[src/hw/capsns_pkg.sv]
// Purpose : Constants for the capacitive sense auto-scan sequencer
// Assumes : 8-bit special-function register port, addresses as printed
// Notes   : Config, start, end and mux addresses are local choices
package capsns_pkg;
  // ****************************************
  // Register addresses
  // ****************************************
  localparam logic [7:0] ADDR_CFG     = 8'h9E;
  localparam logic [7:0] ADDR_CTRL    = 8'hB0;
  localparam logic [7:0] ADDR_START   = 8'hDD;
  localparam logic [7:0] ADDR_END     = 8'hDE;
  localparam logic [7:0] ADDR_MUX     = 8'h9C;
  localparam logic [7:0] ADDR_THL     = 8'hFD;
  localparam logic [7:0] ADDR_THH     = 8'hFE;
  // ****************************************
  // Fields and reset values
  // ****************************************
  localparam int         CFG_SOC_LSB  = 4;
  localparam logic [2:0] SOC_AUTOSCAN = 3'h7;
  localparam int         CTRL_BUSY    = 7;
  localparam int         CTRL_CMPF    = 0;
  localparam logic [7:0] RST_BYTE     = 8'h00;
  localparam logic [4:0] RST_CHAN     = 5'h00;
  // ****************************************
  // Sequencer states
  // ****************************************
  typedef enum logic [1:0] {
    CAPSNS_IDLE = 2'b00,
    CAPSNS_CONV = 2'b01,
    CAPSNS_STEP = 2'b11
  } capsns_state_t;
endpackage

[src/hw/capsns_autoscan.sv]
// Purpose : Auto-scan sequencer and digital threshold comparator
// Assumes : Converter core external; one conversion result per done pulse
// Notes   : Register port is the simple SFR write strobe interface; reads follow the address
`timescale 1ns/10ps
// Contract
// - Auto-scan is on when the three start-of-conversion config bits read 111b.
// - With auto-scan on, a write to the start channel register also loads the mux select.
// - Software sets start and end, and scanning begins only on a write of 1 to busy.
// - After the set number of accumulated conversions the mux moves to the next analog pin.
// - During a scan conversion the other analog pins in the range are grounded.
// - The mux steps until the end channel, then after its conversions returns to start.
// - A conversion is attempted on the selected channel even if it is not analog.
// - A debug halt lets the sequencer finish the current rotation before stopping.
// - Auto-scan stays enabled and converting through suspend mode.
// - A greater-than comparator event on a scanned input wakes the device from suspend.
// - The threshold upper byte is a read/write register cleared at reset.
// - The threshold lower byte is a read/write register cleared at reset, compared per result.
module capsns_autoscan #(
  parameter int NCH = 32,
  parameter int CW  = 5
) (
  input  wire logic           clk_sys_i,     // System clock
  input  wire logic           rst_n_i,       // Sync reset, active low
  input  wire logic [7:0]     sfr_addr_i,    // Register address
  input  wire logic           sfr_wr_i,      // Write strobe
  input  wire logic [7:0]     sfr_wdata_i,   // Write data
  output logic      [7:0]     sfr_rdata_o,   // Read data, registered
  input  wire logic [NCH-1:0] analog_mode_i, // Pin analog configuration
  input  wire logic           debug_halt_i,  // Debugger halt
  input  wire logic           suspend_i,     // Device in suspend
  input  wire logic           conv_done_i,   // Converter result valid
  input  wire logic [15:0]    conv_result_i, // Converter result
  output logic                conv_start_o,  // Start one conversion, pulse
  output logic      [CW-1:0]  mux_sel_o,     // Input mux select
  output logic      [NCH-1:0] pin_ground_o,  // Ground these pins
  output logic                cmp_flag_o,    // Comparator flag, sticky
  output logic                wake_o         // Wake from suspend, pulse
);
  // ****************************************
  // Registers
  // ****************************************
  logic [7:0]          cfg_reg, thl_reg, thh_reg;
  logic [CW-1:0]       start_reg, end_reg, mux_reg;
  logic                busy_reg, cmpf_reg, start_pulse_reg, wake_reg;
  logic [NCH-1:0]      gnd_reg;
  logic [7:0]          rdata_reg;
  logic [1:0]          acc_cnt_reg;
  capsns_pkg::capsns_state_t state_reg, state_next;

  // ****************************************
  // Decode
  // ****************************************
  wire logic         wr_cfg   = sfr_wr_i && (sfr_addr_i == capsns_pkg::ADDR_CFG);
  wire logic         wr_ctrl  = sfr_wr_i && (sfr_addr_i == capsns_pkg::ADDR_CTRL);
  wire logic         wr_start = sfr_wr_i && (sfr_addr_i == capsns_pkg::ADDR_START);
  wire logic         wr_end   = sfr_wr_i && (sfr_addr_i == capsns_pkg::ADDR_END);
  wire logic         wr_mux   = sfr_wr_i && (sfr_addr_i == capsns_pkg::ADDR_MUX);
  wire logic         wr_thl   = sfr_wr_i && (sfr_addr_i == capsns_pkg::ADDR_THL);
  wire logic         wr_thh   = sfr_wr_i && (sfr_addr_i == capsns_pkg::ADDR_THH);
  wire logic         scan_en  = cfg_reg[capsns_pkg::CFG_SOC_LSB +: 3] == capsns_pkg::SOC_AUTOSCAN;
  wire logic [1:0]   acc_sel  = cfg_reg[1:0];
  // Conversions per channel are field plus one; the counter wraps at the field value
  wire logic [1:0]   acc_last = acc_sel;
  // scanning starts only on busy write
  wire logic         go       = wr_ctrl && sfr_wdata_i[capsns_pkg::CTRL_BUSY] && scan_en;
  wire logic [15:0]  thresh   = {thh_reg, thl_reg};
  wire logic         gt_event = conv_done_i && (state_reg == capsns_pkg::CAPSNS_CONV)
                                && (conv_result_i > thresh);
  wire logic         chan_last = acc_cnt_reg == acc_last;
  wire logic         at_end   = mux_reg == end_reg;
  wire logic [CW-1:0] next_chan;
  wire logic         clr_cmpf = wr_ctrl && !sfr_wdata_i[capsns_pkg::CTRL_CMPF];

  capsns_chan_pick #(.NCH(NCH), .CW(CW)) u_pick (
    .cur_i    (mux_reg),
    .start_i  (start_reg),
    .end_i    (end_reg),
    .analog_i (analog_mode_i),
    .next_o   (next_chan)
  );

  // ground other analog pins in range
  logic [NCH-1:0] gnd_next;
  always_comb begin
    gnd_next = '0;
    for (int i = 0; i < NCH; i++) begin
      if ((i >= int'(start_reg)) && (i <= int'(end_reg)) && (i != int'(mux_reg))) begin
        gnd_next[i] = analog_mode_i[i] && (state_reg != capsns_pkg::CAPSNS_IDLE);
      end
    end
  end

  // ****************************************
  // Sequencer
  // ****************************************
  always_comb begin
    state_next = state_reg;
    case (state_reg)
      capsns_pkg::CAPSNS_IDLE: begin
        if (go) begin
          state_next = capsns_pkg::CAPSNS_CONV;
        end
      end
      capsns_pkg::CAPSNS_CONV: begin
        if (conv_done_i && chan_last) begin
          state_next = capsns_pkg::CAPSNS_STEP;
        end
      end
      default: begin
        // suspend does not stop the scan
        if (!scan_en || (debug_halt_i && at_end)) begin
          state_next = capsns_pkg::CAPSNS_IDLE;
        end else begin
          state_next = capsns_pkg::CAPSNS_CONV;
        end
      end
    endcase
  end

  always_ff @(posedge clk_sys_i) begin
    if (!rst_n_i) begin
      state_reg   <= capsns_pkg::CAPSNS_IDLE;
      acc_cnt_reg <= 2'h0;
      mux_reg     <= capsns_pkg::RST_CHAN;
    end else begin
      state_reg <= state_next;
      if (state_reg == capsns_pkg::CAPSNS_CONV && conv_done_i) begin
        acc_cnt_reg <= chan_last ? 2'h0 : acc_cnt_reg + 2'h1;
      end
      if (state_reg == capsns_pkg::CAPSNS_STEP && state_next == capsns_pkg::CAPSNS_CONV) begin
        // next channel converted even if not analog
        mux_reg <= next_chan;
      end else if (wr_start && scan_en) begin
        mux_reg <= sfr_wdata_i[CW-1:0];
      end else if (wr_mux) begin
        mux_reg <= sfr_wdata_i[CW-1:0];
      end
    end
  end

  // ****************************************
  // Register file and outputs
  // ****************************************
  always_ff @(posedge clk_sys_i) begin
    if (!rst_n_i) begin
      cfg_reg   <= capsns_pkg::RST_BYTE;
      start_reg <= capsns_pkg::RST_CHAN;
      end_reg   <= capsns_pkg::RST_CHAN;
      thl_reg   <= capsns_pkg::RST_BYTE;
      thh_reg   <= capsns_pkg::RST_BYTE;
    end else begin
      if (wr_cfg) cfg_reg <= sfr_wdata_i;
      if (wr_start) start_reg <= sfr_wdata_i[CW-1:0];
      if (wr_end) end_reg <= sfr_wdata_i[CW-1:0];
      if (wr_thl) thl_reg <= sfr_wdata_i;
      if (wr_thh) thh_reg <= sfr_wdata_i;
    end
  end

  wire logic [7:0] rd_mux =
    (sfr_addr_i == capsns_pkg::ADDR_CFG)   ? cfg_reg :
    (sfr_addr_i == capsns_pkg::ADDR_CTRL)  ? {busy_reg, 6'h00, cmpf_reg} :
    (sfr_addr_i == capsns_pkg::ADDR_START) ? 8'(start_reg) :
    (sfr_addr_i == capsns_pkg::ADDR_END)   ? 8'(end_reg) :
    (sfr_addr_i == capsns_pkg::ADDR_MUX)   ? 8'(mux_reg) :
    (sfr_addr_i == capsns_pkg::ADDR_THL)   ? thl_reg :
    (sfr_addr_i == capsns_pkg::ADDR_THH)   ? thh_reg : 8'h00;

  always_ff @(posedge clk_sys_i) begin
    if (!rst_n_i) begin
      busy_reg        <= 1'b0;
      cmpf_reg        <= 1'b0;
      start_pulse_reg <= 1'b0;
      wake_reg        <= 1'b0;
      gnd_reg         <= '0;
      rdata_reg       <= 8'h00;
    end else begin
      busy_reg <= state_next != capsns_pkg::CAPSNS_IDLE;
      cmpf_reg <= gt_event | (cmpf_reg & ~clr_cmpf);
      start_pulse_reg <= (state_next == capsns_pkg::CAPSNS_CONV) &&
                         ((state_reg != capsns_pkg::CAPSNS_CONV) || conv_done_i);
      wake_reg  <= gt_event && suspend_i;
      gnd_reg   <= gnd_next;
      rdata_reg <= rd_mux;
    end
  end

  assign sfr_rdata_o  = rdata_reg;
  assign conv_start_o = start_pulse_reg;
  assign mux_sel_o    = mux_reg;
  assign pin_ground_o = gnd_reg;
  assign cmp_flag_o   = cmpf_reg;
  assign wake_o       = wake_reg;

  // ****************************************
  // Assertions
  // ****************************************
  a_busy_start: assert property (@(posedge clk_sys_i) disable iff (!rst_n_i)
    (state_reg == capsns_pkg::CAPSNS_IDLE && !go) |=> !busy_reg)
    else $error("busy set without start write");
  a_enable_pattern: assert property (@(posedge clk_sys_i) disable iff (!rst_n_i)
    (go) |-> cfg_reg[6:4] == 3'h7)
    else $error("scan started without enable pattern");
  a_mux_copy: assert property (@(posedge clk_sys_i) disable iff (!rst_n_i)
    (wr_start && scan_en && state_reg != capsns_pkg::CAPSNS_STEP) |=>
      mux_sel_o == $past(sfr_wdata_i[CW-1:0]))
    else $error("start write not copied to mux");
  a_step_next: assert property (@(posedge clk_sys_i) disable iff (!rst_n_i)
    (state_reg == capsns_pkg::CAPSNS_CONV && conv_done_i && chan_last) |=>
      state_reg == capsns_pkg::CAPSNS_STEP)
    else $error("no step after last conversion");
  a_wrap_start: assert property (@(posedge clk_sys_i) disable iff (!rst_n_i)
    (state_reg == capsns_pkg::CAPSNS_STEP && at_end && scan_en && !debug_halt_i) |=>
      mux_sel_o == $past(start_reg))
    else $error("no wrap to start");
  a_ground_self: assert property (@(posedge clk_sys_i) disable iff (!rst_n_i)
    (state_reg == capsns_pkg::CAPSNS_CONV) |-> ##1 !pin_ground_o[$past(mux_reg)])
    else $error("converted pin grounded");
  a_halt_rotation: assert property (@(posedge clk_sys_i) disable iff (!rst_n_i)
    (state_reg == capsns_pkg::CAPSNS_STEP && scan_en && !at_end) |=>
      state_reg == capsns_pkg::CAPSNS_CONV)
    else $error("stopped mid rotation");
  a_cmp_flag: assert property (@(posedge clk_sys_i) disable iff (!rst_n_i)
    gt_event |=> cmp_flag_o)
    else $error("comparator flag missed");
  a_wake_pulse: assert property (@(posedge clk_sys_i) disable iff (!rst_n_i)
    (gt_event && suspend_i) |=> wake_o)
    else $error("no wake on compare");
  a_thresh_reset: assert property (@(posedge clk_sys_i)
    !rst_n_i |=> (thh_reg == 8'h00 && thl_reg == 8'h00))
    else $error("threshold not cleared");
  c_scan_go:   cover property (@(posedge clk_sys_i) disable iff (!rst_n_i) go);
  c_wrap:      cover property (@(posedge clk_sys_i) disable iff (!rst_n_i)
    state_reg == capsns_pkg::CAPSNS_STEP && at_end);
  c_wake:      cover property (@(posedge clk_sys_i) disable iff (!rst_n_i) wake_o);
endmodule

[src/hw/capsns_chan_pick.sv]
// Purpose : Finds next analog-input channel after the current one
// Assumes : Channel numbers below 2**CW
// Notes   : Wraps to start when end is reached or passed
`timescale 1ns/10ps
module capsns_chan_pick #(
  parameter int NCH = 32,
  parameter int CW  = 5
) (
  input  wire logic [CW-1:0]  cur_i,    // Current channel
  input  wire logic [CW-1:0]  start_i,  // Range start
  input  wire logic [CW-1:0]  end_i,    // Range end
  input  wire logic [NCH-1:0] analog_i, // Analog-mode pins
  output logic      [CW-1:0]  next_o    // Next channel
);
  always_comb begin
    logic found;
    found  = 1'b0;
    next_o = start_i;
    if (cur_i < end_i) begin
      for (int i = 1; i < NCH; i++) begin
        if (!found && (int'(cur_i) + i <= int'(end_i)) && analog_i[int'(cur_i) + i]) begin
          found  = 1'b1;
          next_o = CW'(int'(cur_i) + i);
        end
      end
      // No analog pin left before end: land on end itself, converted anyway
      if (!found) begin
        next_o = end_i;
      end
    end
  end
endmodule

[config.mk]
export PLATFORM = sky130hd
export DESIGN_NAME = capsns_autoscan
export DESIGN_NICKNAME = d
export VERILOG_FILES = /design/src/hw/capsns_pkg.sv /design/src/hw/capsns_autoscan.sv /design/src/hw/capsns_chan_pick.sv
export SDC_FILE = /design/constraint.sdc
export NUM_CORES = 1
export LEC_CHECK = 0
export BUFFER_PORTS_ARGS = -buffer_cell sky130_fd_sc_hd__buf_2
export CAP_MARGIN = 20
export CELL_PAD_IN_SITES_DETAIL_PLACEMENT = 2
export CELL_PAD_IN_SITES_GLOBAL_PLACEMENT = 2
export CORE_MARGIN = 2
export CORE_UTILIZATION = 37
export DETAILED_ROUTE_END_ITERATION = 12
export PLACE_DENSITY = 0.81
export SKIP_CTS_REPAIR_TIMING = 1
export SLEW_MARGIN = 0
export SYNTH_ARGS = -nofsm -noshare
export SYNTH_HDL_FRONTEND = slang
export SYNTH_HIERARCHICAL = 1
export SYNTH_SLANG_ARGS = --single-unit
[constraint.sdc]
create_clock -name clk_sys_i -period 7.2 [get_ports clk_sys_i]
set_clock_uncertainty 0.05 [all_clocks]
set_input_delay 1.8 -clock clk_sys_i [delete_from_list [all_inputs] [get_ports clk_sys_i]]
set_output_delay 1.8 -clock clk_sys_i [all_outputs]
set_load 0.005 [all_outputs]
==> flow_metrics.env, run 1 <==
export IMPL_synth_xor_area_share_pct=2.14
export IMPL_yosysWarnings=6
export IMPL_drtAntennaViolNets=0
export IMPL_switching_power_mw=0.384
export IMPL_max_vdd_ir_drop_mv=0.169
export IMPL_worstMarginPinSlew_ps=1220
export IMPL_combPwrFrac_pct=18.0
export IMPL_clock_fmax_ghz=0.149
export IMPL_syn_area_um2=12400
export IMPL_wl_per_cell_um=33.6
export IMPL_grt_start_max_net_pins=56
export IMPL_hold_class="register to register"
export IMPL_rsz0062_at_grt="false"
export IMPL_synth_mux_area_share_pct=18.4
export IMPL_dp_final_hpwl_mm=52.8
export IMPL_startpoint="mux_sel_o[1]$_SDFFE_PN0P_"
export IMPL_mostFrequentLayoutCells="160 x nand2_1, 117 x buf_2, 100 x nor2_1"
export IMPL_drt_wl_total_mm=70.3
export IMPL_htree_levels=3
export IMPL_vias_per_cell=6.98
export IMPL_clk_pin_slew_worst_paths_ps=80
export IMPL_grtUsageTotal_pct=39.5
export IMPL_crit_path_cell_trace="clkinv_1 -> ha_1 -> inv_1 -> a21oi_1 -> xnor2_1 -> inv_1 -> ha_1 -> nand2_1 -> a22o_1 -> or4_1 -> and2_1 -> buf_4 -> nand3_1 -> nor3_1 -> a2111o_1 -> a31oi_1 -> o211ai_1 -> a2111o_1 -> a21oi_1 -> nor2_1 -> o21ai_0 -> a21oi_1"
export IMPL_synth_top_family_by_area="compound AO/OA/AOI/OAI gates"
export IMPL_route_detailed_drc=0
export IMPL_critical_path_arrival_ps=6890
export IMPL_synth_top_cell_by_area="dfxtp_1"
export IMPL_place_congestion=1.04
export IMPL_synthDistinctLibCells=102
export IMPL_yosys_register_bits=87
export IMPL_worst_path_max_fanout=12
export IMPL_fin_nets=1807
export IMPL_r2r_start="mux_sel_o[1]$_SDFFE_PN0P_"
export IMPL_post_synth_top_area_fraction_pct=14.0
export IMPL_coreArea_um2=33400
export IMPL_sw_frac_of_total_pct=30.5
export IMPL_tns_ps=0
export IMPL_floorplan_initialDensity_pct=37.3
export IMPL_finalCritPeriodShare_pct=93.2
export IMPL_cts_tree="built"
export IMPL_finalCriticalPeriod_ps=6710
export IMPL_final_common_cell="nand2_1"
export IMPL_p_int_mw=0.873
export IMPL_seq_power_share_pct=38.3
export IMPL_first_pass_iters=6
export IMPL_grt_pass1_vias=15400
export IMPL_syn_inst=1541
export IMPL_rows=67
export IMPL_crit_type="register to register"
export IMPL_yosysSeqAreaShare_pct=14.0
export IMPL_die_area_um2=35100
export IMPL_leakagePower_nw=5.69
export IMPL_max_stage_delay_ps=560
export IMPL_fin_util_pct=41.8
export IMPL_synthAdderAreaFrac_pct=9.71
export IMPL_synth_compound_area_share_pct=25.8
export IMPL_portBuffers=117
export IMPL_antenna_found_initial=0
export IMPL_yosys_area_share_simple_pct=23.5
export IMPL_outcome="finished clean"
export IMPL_via_count=14600
export IMPL_root_buffer="clkbuf_16"
export IMPL_insertion_delay_ps=370
export IMPL_layout_drive_gt1_share_pct=19.5
export IMPL_worstHoldStart="cfg_reg[6]$_SDFFE_PN0P_"
export IMPL_pwr_share_clk_pct=43.8
export IMPL_netlist_top_cells_area="dfxtp_1 14%, mux4_2 11%, ha_1 9.6%, mux2i_1 5.2%, nand2_1 4.8%"
export IMPL_synth_nets=1707
export IMPL_clockBufferDepth=2
export IMPL_ios=118
export IMPL_slowest_stage="ha_1"
export IMPL_crit_path_start_kind="register"
export IMPL_die_w_um=187
export IMPL_crit_required_ps=7380
export IMPL_power_density_nw_per_um2=90.1
export IMPL_drt_initial_drc_count=1390
export IMPL_grt_pass1_wl_mm=104
export IMPL_largest_register_ffs=32
export IMPL_synth_flop_cell="dfxtp_1"
export IMPL_finalSetupViolations=0
export IMPL_area_growth_pct=12.1
export IMPL_maxCapViolCount=0
export IMPL_avgSynthCellArea_um2=8.08
export IMPL_fillers=3875
export IMPL_async_reset_ff_share_pct=0
export IMPL_timing_hold_ws_ps=440
export IMPL_fp_dieH_um=187
export IMPL_synth_edff_count=0
export IMPL_timing_slew_headroom_pct=18.5
export IMPL_cpMostUsedCell="a21oi_1"
export IMPL_grt_ovfl_total=0
export IMPL_slew_viol_final=0
export IMPL_end_kind="register"
export IMPL_cts_sinks=87
export IMPL_cts_made_buffers=9
export IMPL_hold_viol_final=0
==> Yosys cell counts, types with 10 or more instances <==
| library cell | instances |
|---|---|
| o22ai_1 | 12 |
| a31oi_1 | 13 |
| mux2_2 | 12 |
| o21ai_0 | 73 |
| a21boi_0 | 18 |
| buf_2 | 30 |
| clkbuf_1 | 48 |
| nand2b_1 | 11 |
| o211ai_1 | 33 |
| a211oi_1 | 17 |
| inv_1 | 79 |
| o221ai_1 | 10 |
| o21a_1 | 12 |
| xnor2_1 | 21 |
| nand2_1 | 160 |
| nor3_1 | 42 |
| mux4_2 | 61 |
| nor2_1 | 100 |
| and2_1 | 21 |
| a221oi_1 | 11 |
| nand3_1 | 56 |
| nand3b_1 | 12 |
| ha_1 | 95 |
| or3_1 | 11 |
| o2111ai_1 | 10 |
| mux2i_1 | 65 |
| nand4_1 | 22 |
| a21oi_1 | 84 |
| a22oi_1 | 22 |
| a32oi_1 | 10 |
| dfxtp_1 | 87 |
| and3_1 | 20 |
| a21o_1 | 13 |
| nor2b_1 | 42 |
==> per-layer routing <==
layer | part of all wire (%) | vias up | track usage (%)
met1 | 40 | 7381 | 49.5
met4 | 6.6 | 0 | 22.4
met3 | 8.1 | 271 | 7.02
met5 | 0 | - | 0
met2 | 46 | 864 | 64.1
li1 | - | 6112 | -
==> logic make-up after synthesis <==
logic type               Yosys count
buffers and inverters            181
AND/OR/NAND/NOR                  559
AO/OA/AOI/OAI                    448
XOR/XNOR                          27
flip-flops                        87
multiplexers                     143
adder cells (fa/ha/maj)           96
==> power by group through the flow <==
stage / Sequential (mW) / Clock, mW / Combinational (mW)
global placement: 0.492 / 0 / 0.200
finish: 0.481 / 0.550 / 0.226
detailed placement: 0.492 / 0 / 0.209
CTS: 0.481 / 0.553 / 0.216
floorplan: 0.493 / 0 / 0.118
global route: 0.481 / 0.565 / 0.235
==> worst paths after layout <==
| check | to | slack [ps] | cells past startpoint |
|---|---|---|---|
| setup / recovery | mux_sel_o[2]$_SDFFE_PN0P_ | 490 | 22 |
| hold / removal | cfg_reg[6]$_SDFFE_PN0P_ | 440 | 2 |
| setup reg to reg | mux_sel_o[2]$_SDFFE_PN0P_ | 490 | 22 |
| hold reg to reg | cfg_reg[6]$_SDFFE_PN0P_ | 440 | 2 |
==> worst max-delay path, delay by kind of cell (launching register included) <==
kind,cells,cell delay [ps]
xor gates and xnor gates,1,410
DFF,1,520
buffers and inverters,4,1140
and+or+nand+nor,6,1320
AOI/OAI and AO/OA,9,2190
adders and majority gates,2,920
==> layout make-up <==
class	instances	area, um2	share of cell area, %
multi-input combinational	1273	9900	71.0
sequential	87	1750	12.5
timing repair buffer	184	1090	7.80
tap	448	561	4.02
inverter	86	323	2.31
clock buffer	9	225	1.61
clock inverter	7	104	0.744
antenna	1	2.50	0.0179
==> through the flow <==
stage,setup WS [ps],cells,area (um2),power (mW)
final,492,2095,14000,1.26
after global routing,307,2094,14000,1.28
after CTS,671,2094,14000,1.25
after detailed placement,689,2078,13600,0.702
after global placement,838,2078,13600,0.692
after floorplan,1490,1541,12400,0.611
(Power assumes the default switching activity.)
==> run 2, diff against run 1 <==
--- a/config.mk
+++ b/config.mk
@@ -9,7 +9,6 @@
 export CAP_MARGIN = 20
 export CELL_PAD_IN_SITES_DETAIL_PLACEMENT = 2
 export CELL_PAD_IN_SITES_GLOBAL_PLACEMENT = 2
-export CORE_MARGIN = 2
 export CORE_UTILIZATION = 37
 export DETAILED_ROUTE_END_ITERATION = 12
 export PLACE_DENSITY = 0.81
==> run 2 against run 1 <==
Compared with the run above: sequential share of layout area increased by 0.058 points; non-clock buffer count fell by 5; critical path depth is 2 lower; fmax grew 3.2%; first-iteration DRC count shrank 12%; largest cell class unchanged; sequential cell count unchanged; setup slack better by 210 ps; design area fell by 0.46%; sequential power hardly changed; cell count decreased by 0.57%; die area decreased by 2.1%; core utilization grew 0.55 points.
==> flow_metrics.env, run 2 (synthesized netlist as in run 1, its figures left out) <==
export IMPL_outcome="finished clean"
export IMPL_finalSetupViolations=0
export IMPL_htree_levels=3
export IMPL_pwr_share_clk_pct=40.9
export IMPL_clockBufferDepth=2
export IMPL_coreArea_um2=32800
export IMPL_area_growth_pct=11.6
export IMPL_fp_dieH_um=185
export IMPL_worstMarginPinSlew_ps=1160
export IMPL_clk_pin_slew_worst_paths_ps=70
export IMPL_hold_viol_final=0
export IMPL_p_int_mw=0.823
export IMPL_ios=118
export IMPL_die_area_um2=34400
export IMPL_fillers=3756
export IMPL_final_common_cell="nand2_1"
export IMPL_sw_frac_of_total_pct=30.6
export IMPL_place_congestion=1.03
export IMPL_layout_drive_gt1_share_pct=19.3
export IMPL_fin_nets=1802
export IMPL_crit_path_start_kind="register"
export IMPL_cts_made_buffers=9
export IMPL_root_buffer="clkbuf_16"
export IMPL_finalCritPeriodShare_pct=90.3
export IMPL_floorplan_initialDensity_pct=38.0
export IMPL_power_density_nw_per_um2=85.3
export IMPL_cts_tree="built"
export IMPL_dp_final_hpwl_mm=51.1
export IMPL_finalCriticalPeriod_ps=6500
export IMPL_grtUsageTotal_pct=38.4
export IMPL_portBuffers=117
export IMPL_grt_pass1_wl_mm=97.9
export IMPL_mostFrequentLayoutCells="160 x nand2_1, 117 x buf_2, 100 x nor2_1"
export IMPL_maxCapViolCount=0
export IMPL_rows=66
export IMPL_hold_class="register to register"
export IMPL_route_detailed_drc=0
export IMPL_insertion_delay_ps=370
export IMPL_antenna_found_initial=1
export IMPL_first_pass_iters=5
export IMPL_grt_pass1_vias=15200
export IMPL_die_w_um=185
export IMPL_cts_sinks=87
export IMPL_crit_required_ps=7450
export IMPL_slew_viol_final=0
export IMPL_via_count=14300
export IMPL_largest_register_ffs=32
export IMPL_wl_per_cell_um=31.5
export IMPL_vias_per_cell=6.86
export IMPL_tns_ps=0
export IMPL_grt_ovfl_total=0
export IMPL_drt_initial_drc_count=1229
export IMPL_combPwrFrac_pct=18.5
export IMPL_setup_ws_ps=697
export IMPL_timing_slew_headroom_pct=22.8
export IMPL_end_kind="register"
export IMPL_critical_path_arrival_ps=6750
export IMPL_clock_fmax_ghz=0.154
export IMPL_rsz0062_at_grt="false"
export IMPL_leakagePower_nw=5.66
export IMPL_drtAntennaViolNets=0
export IMPL_worst_path_max_fanout=30
export IMPL_crit_type="register to register"
export IMPL_dpl_worst_slack_ps=758
export IMPL_reg2reg_slack_ps=700
export IMPL_switching_power_mw=0.362
export IMPL_grt_start_max_net_pins=56
export IMPL_drt_wl_total_mm=65.7
export IMPL_seq_power_share_pct=40.6
export IMPL_antenna_cells=0
export IMPL_max_vdd_ir_drop_mv=0.138
-- run 2: cell count changes in the layout (fill, tap and decap cells not counted), sizes merged --
| cell | previous run | this run |
|---|---|---|
| inv | 88 | 87 |
| clkinv | 2 | 5 |
| diode | 1 | 0 |
| buf | 184 | 179 |
| bufinv | 2 | 0 |
| clkinvlp | 1 | 0 |
| clkbuf | 9 | 10 |
-- run 2: power by group through the flow --
stage | Sequential, mW | Combinational [mW] | Clock (mW)
finish | 0.481 | 0.219 | 0.485
global placement | 0.492 | 0.200 | 0
floorplan | 0.493 | 0.118 | 0
detailed placement | 0.493 | 0.210 | 0
CTS | 0.481 | 0.212 | 0.491
global route | 0.481 | 0.228 | 0.504
-- run 2: layer usage --
| layer | up-vias | part of all wire, % | wire (um) | global-route usage, % |
|---|---|---|---|---|
| met5 | - | 0.012 | 8 | 0 |
| met4 | 2 | 6.4 | 4220 | 23.8 |
| met3 | 236 | 6.8 | 4490 | 6.57 |
| met2 | 703 | 46 | 30200 | 63.2 |
| met1 | 7250 | 41 | 26700 | 46.6 |
| li1 | 6097 | - | - | - |
-- run 2: area by class of cell --
type	instances	area, um2	area share, %
multi-input combinational	1273	9900	71.3
clock inverter	6	48.8	0.351
sequential	87	1750	12.6
inverter	86	323	2.32
tap	442	553	3.98
timing repair buffer	179	1060	7.66
clock buffer	10	250	1.80
-- run 2: final timing paths --
path	from	to	cells after the start
max	mux_sel_o[1]$_SDFFE_PN0P_	mux_sel_o[4]$_SDFFE_PN0P_	20
min	cfg_reg[5]$_SDFFE_PN0P_	cfg_reg[5]$_SDFFE_PN0P_	2
max reg2reg	mux_sel_o[1]$_SDFFE_PN0P_	mux_sel_o[4]$_SDFFE_PN0P_	20
min reg2reg	cfg_reg[5]$_SDFFE_PN0P_	cfg_reg[5]$_SDFFE_PN0P_	2
-- run 2: critical path: stages, from the launching register on --
cell and delay (ps):
dfxtp_2 520, clkinv_1 410, ha_1 520, buf_4 500, mux4_2 520, and3_1 240
a2111oi_0 410, a41o_1 170, a2111oi_2 60, buf_4 250, a211oi_1 200, buf_4 250
and4_1 400, nand4_1 370, nor2_1 320, nand3b_1 250, nor2_1 170, o41ai_1 80
o31ai_1 350, o21ai_0 170, a21oi_1 180
-- run 2: per-stage QoR --
step	util (%)	std cells	cell area [um2]	hold slack [ps]	total power, mW
floorplan	-	1541	12400	393	0.611
global placement	41.5	2067	13600	404	0.692
detailed placement	41.5	2067	13600	430	0.703
CTS	42.4	2083	13900	441	1.18
global route	42.4	2083	13900	468	1.21
finish	42.4	2083	13900	438	1.18
==> run 3, diff against run 2 <==
--- a/config.mk
+++ b/config.mk
@@ -12,8 +12,9 @@
 export CORE_UTILIZATION = 37
 export DETAILED_ROUTE_END_ITERATION = 12
 export PLACE_DENSITY = 0.81
+export RECOVER_POWER = 100
 export SKIP_CTS_REPAIR_TIMING = 1
-export SLEW_MARGIN = 0
+export SLEW_MARGIN = 5
 export SYNTH_ARGS = -nofsm -noshare
 export SYNTH_HDL_FRONTEND = slang
 export SYNTH_HIERARCHICAL = 1
==> run 3 against run 2 <==
Compared with the run above: largest cell class unchanged; critical endpoint unchanged; sequential share of layout area about the same; the flow now finishes with violations (capacitance limit, slew limit); register-to-register slack got worse by 180 ps; cell count unchanged; hold slack gained 19 ps; sequential cell count stayed put; design area down 0.41%; fmax fell by 2.7%; via count shrank 0.25%; total power up 0.14%.
==> flow_metrics.env, run 3 (synthesized netlist as in run 1, its figures left out) <==
export IMPL_grt_ovfl_total=0
export IMPL_multiInputGateArea_um2=9890
export IMPL_ios=118
export IMPL_worstMarginPinSlew_ps=2130
export IMPL_end_kind="register"
export IMPL_fp_dieH_um=185
export IMPL_hold_class="register to register"
export IMPL_tns_ps=0
export IMPL_maxCapViolCount=1
export IMPL_violations="capacitance limit, slew limit"
export IMPL_cts_sinks=87
export IMPL_wl_per_cell_um=31.5
export IMPL_via_count=14300
export IMPL_antenna_cells=0
export IMPL_insertion_delay_ps=370
export IMPL_mostFrequentLayoutCells="160 x nand2_1, 100 x nor2_1, 95 x ha_1"
export IMPL_worst_path_max_fanout=12
export IMPL_drt_wl_total_mm=65.7
export IMPL_hold_viol_final=0
export IMPL_floorplan_initialDensity_pct=38.0
export IMPL_max_vdd_ir_drop_mv=0.138
export IMPL_rows=66
export IMPL_final_cell_area_um2=13800
export IMPL_htree_levels=3
export IMPL_coreArea_um2=32800
export IMPL_final_common_cell="nand2_1"
export IMPL_dpl_worst_slack_ps=758
export IMPL_place_area_um2=13600
export IMPL_layout_drive_gt1_share_pct=17.1
export IMPL_crit_path_cell_trace="ha_1 -> xor2_1 -> ha_1 -> a32oi_1 -> a221oi_1 -> a22oi_2 -> nand2_2 -> a211oi_1 -> buf_4 -> and4_1 -> nand4_1 -> nor2_1 -> nand3b_1 -> nor2_1 -> o41ai_1 -> o31ai_1 -> o21ai_0 -> a21oi_1"
export IMPL_outcome="finished, violations left"
export IMPL_root_buffer="clkbuf_16"
export IMPL_antenna_found_initial=1
export IMPL_critical_path_arrival_ps=6930
export IMPL_seqCellArea_um2=1750
export IMPL_cts_made_buffers=9
export IMPL_drtAntennaViolNets=0
export IMPL_finalCritPeriodShare_pct=92.8
export IMPL_die_area_um2=34400
export IMPL_finalCriticalPeriod_ps=6680
export IMPL_dp_final_hpwl_mm=51.1
export IMPL_vias_per_cell=6.84
export IMPL_slew_viol_final=56
export IMPL_die_w_um=185
export IMPL_clockBufferDepth=2
export IMPL_setup_ws_ps=516
export IMPL_area_growth_pct=11.2
export IMPL_fillers=3778
export IMPL_first_pass_iters=5
export IMPL_grt_pass1_vias=15200
export IMPL_grt_pass1_wl_mm=97.9
export IMPL_portBuffers=117
export IMPL_fin_nets=1802
export IMPL_post_place_cells=2067
export IMPL_power_density_nw_per_um2=85.8
export IMPL_clock_fmax_ghz=0.150
export IMPL_largest_register_ffs=32
export IMPL_rsz0062_at_grt="false"
export IMPL_timing_slew_headroom_pct=-41.7
export IMPL_grt_start_max_net_pins=56
export IMPL_drt_initial_drc_count=1228
export IMPL_max_stage_delay_ps=790
export IMPL_crit_path_start_kind="register"
export IMPL_grtUsageTotal_pct=38.4
export IMPL_timing_hold_ws_ps=456
export IMPL_clk_pin_slew_worst_paths_ps=70
export IMPL_crit_type="register to register"
export IMPL_leakagePower_nw=5.49
export IMPL_crit_required_ps=7450
export IMPL_stdcell_count=2083
export IMPL_cts_tree="built"
export IMPL_place_congestion=1.03
export IMPL_slowest_stage="xor2_1"
export IMPL_route_detailed_drc=0
export IMPL_finalSetupViolations=0
-- run 3: cell types whose count changed in the layout (fill, tap and decap cells not counted), moves of 2 or more --
cell	previous run	this run
clkbuf_1	0	32
and2_0	1	3
a21boi_0	18	21
a21boi_1	3	0
and2_1	21	19
buf_2	117	84
-- run 3: worst paths after layout --
check	cells after the start	startpoint	to	slack [ps]
min	2	cfg_reg[5]$_SDFFE_PN0P_	cfg_reg[5]$_SDFFE_PN0P_	460
max	18	mux_sel_o[1]$_SDFFE_PN0P_	mux_sel_o[4]$_SDFFE_PN0P_	520
max reg2reg	18	mux_sel_o[1]$_SDFFE_PN0P_	mux_sel_o[4]$_SDFFE_PN0P_	520
min reg2reg	2	cfg_reg[5]$_SDFFE_PN0P_	cfg_reg[5]$_SDFFE_PN0P_	460
-- run 3: cell type report --
type | count | share of cell area [%]
clock buffers | 10 | 1.81
clock inverters | 6 | 0.353
inverters | 86 | 2.33
multi-input cells | 1273 | 71.5
flip-flops and latches | 87 | 12.6
well taps | 442 | 4.00
repair buffers | 179 | 7.39
-- run 3: worst max-delay path: cells and delay by family (launching register included) --
| family | cells | cell delay [ps] |
|---|---|---|
| simple gates | 6 | 1620 |
| xor+xnor | 1 | 790 |
| buf+inv | 1 | 250 |
| flops | 1 | 520 |
| fa+ha+maj | 2 | 1050 |
| compound gates | 8 | 2310 |
-- run 3: per-stage QoR --
stage                     utilization (%)  power [mW]
after floorplan                         -       0.611
after global placement               41.5       0.692
after detailed placement             41.5       0.703
after CTS                            42.4        1.18
after global routing                 42.2        1.21
final                                42.2        1.19
-- run 3: where the power goes --
part | switching, mW | internal, mW | leakage [nW] | total [mW]
combinational | 0.135 | 0.0832 | 4.64 | 0.219
sequential | 0.000625 | 0.481 | 0.702 | 0.481
clock | 0.228 | 0.259 | 0.149 | 0.487
-- run 3: metal layers --
layer	up-vias	share of wire (%)	track usage, %
met5	-	0.012	0
met4	2	6.4	23.8
met3	233	7.1	6.57
met2	696	46	63.2
met1	7221	40	46.6
li1	6100	-	-
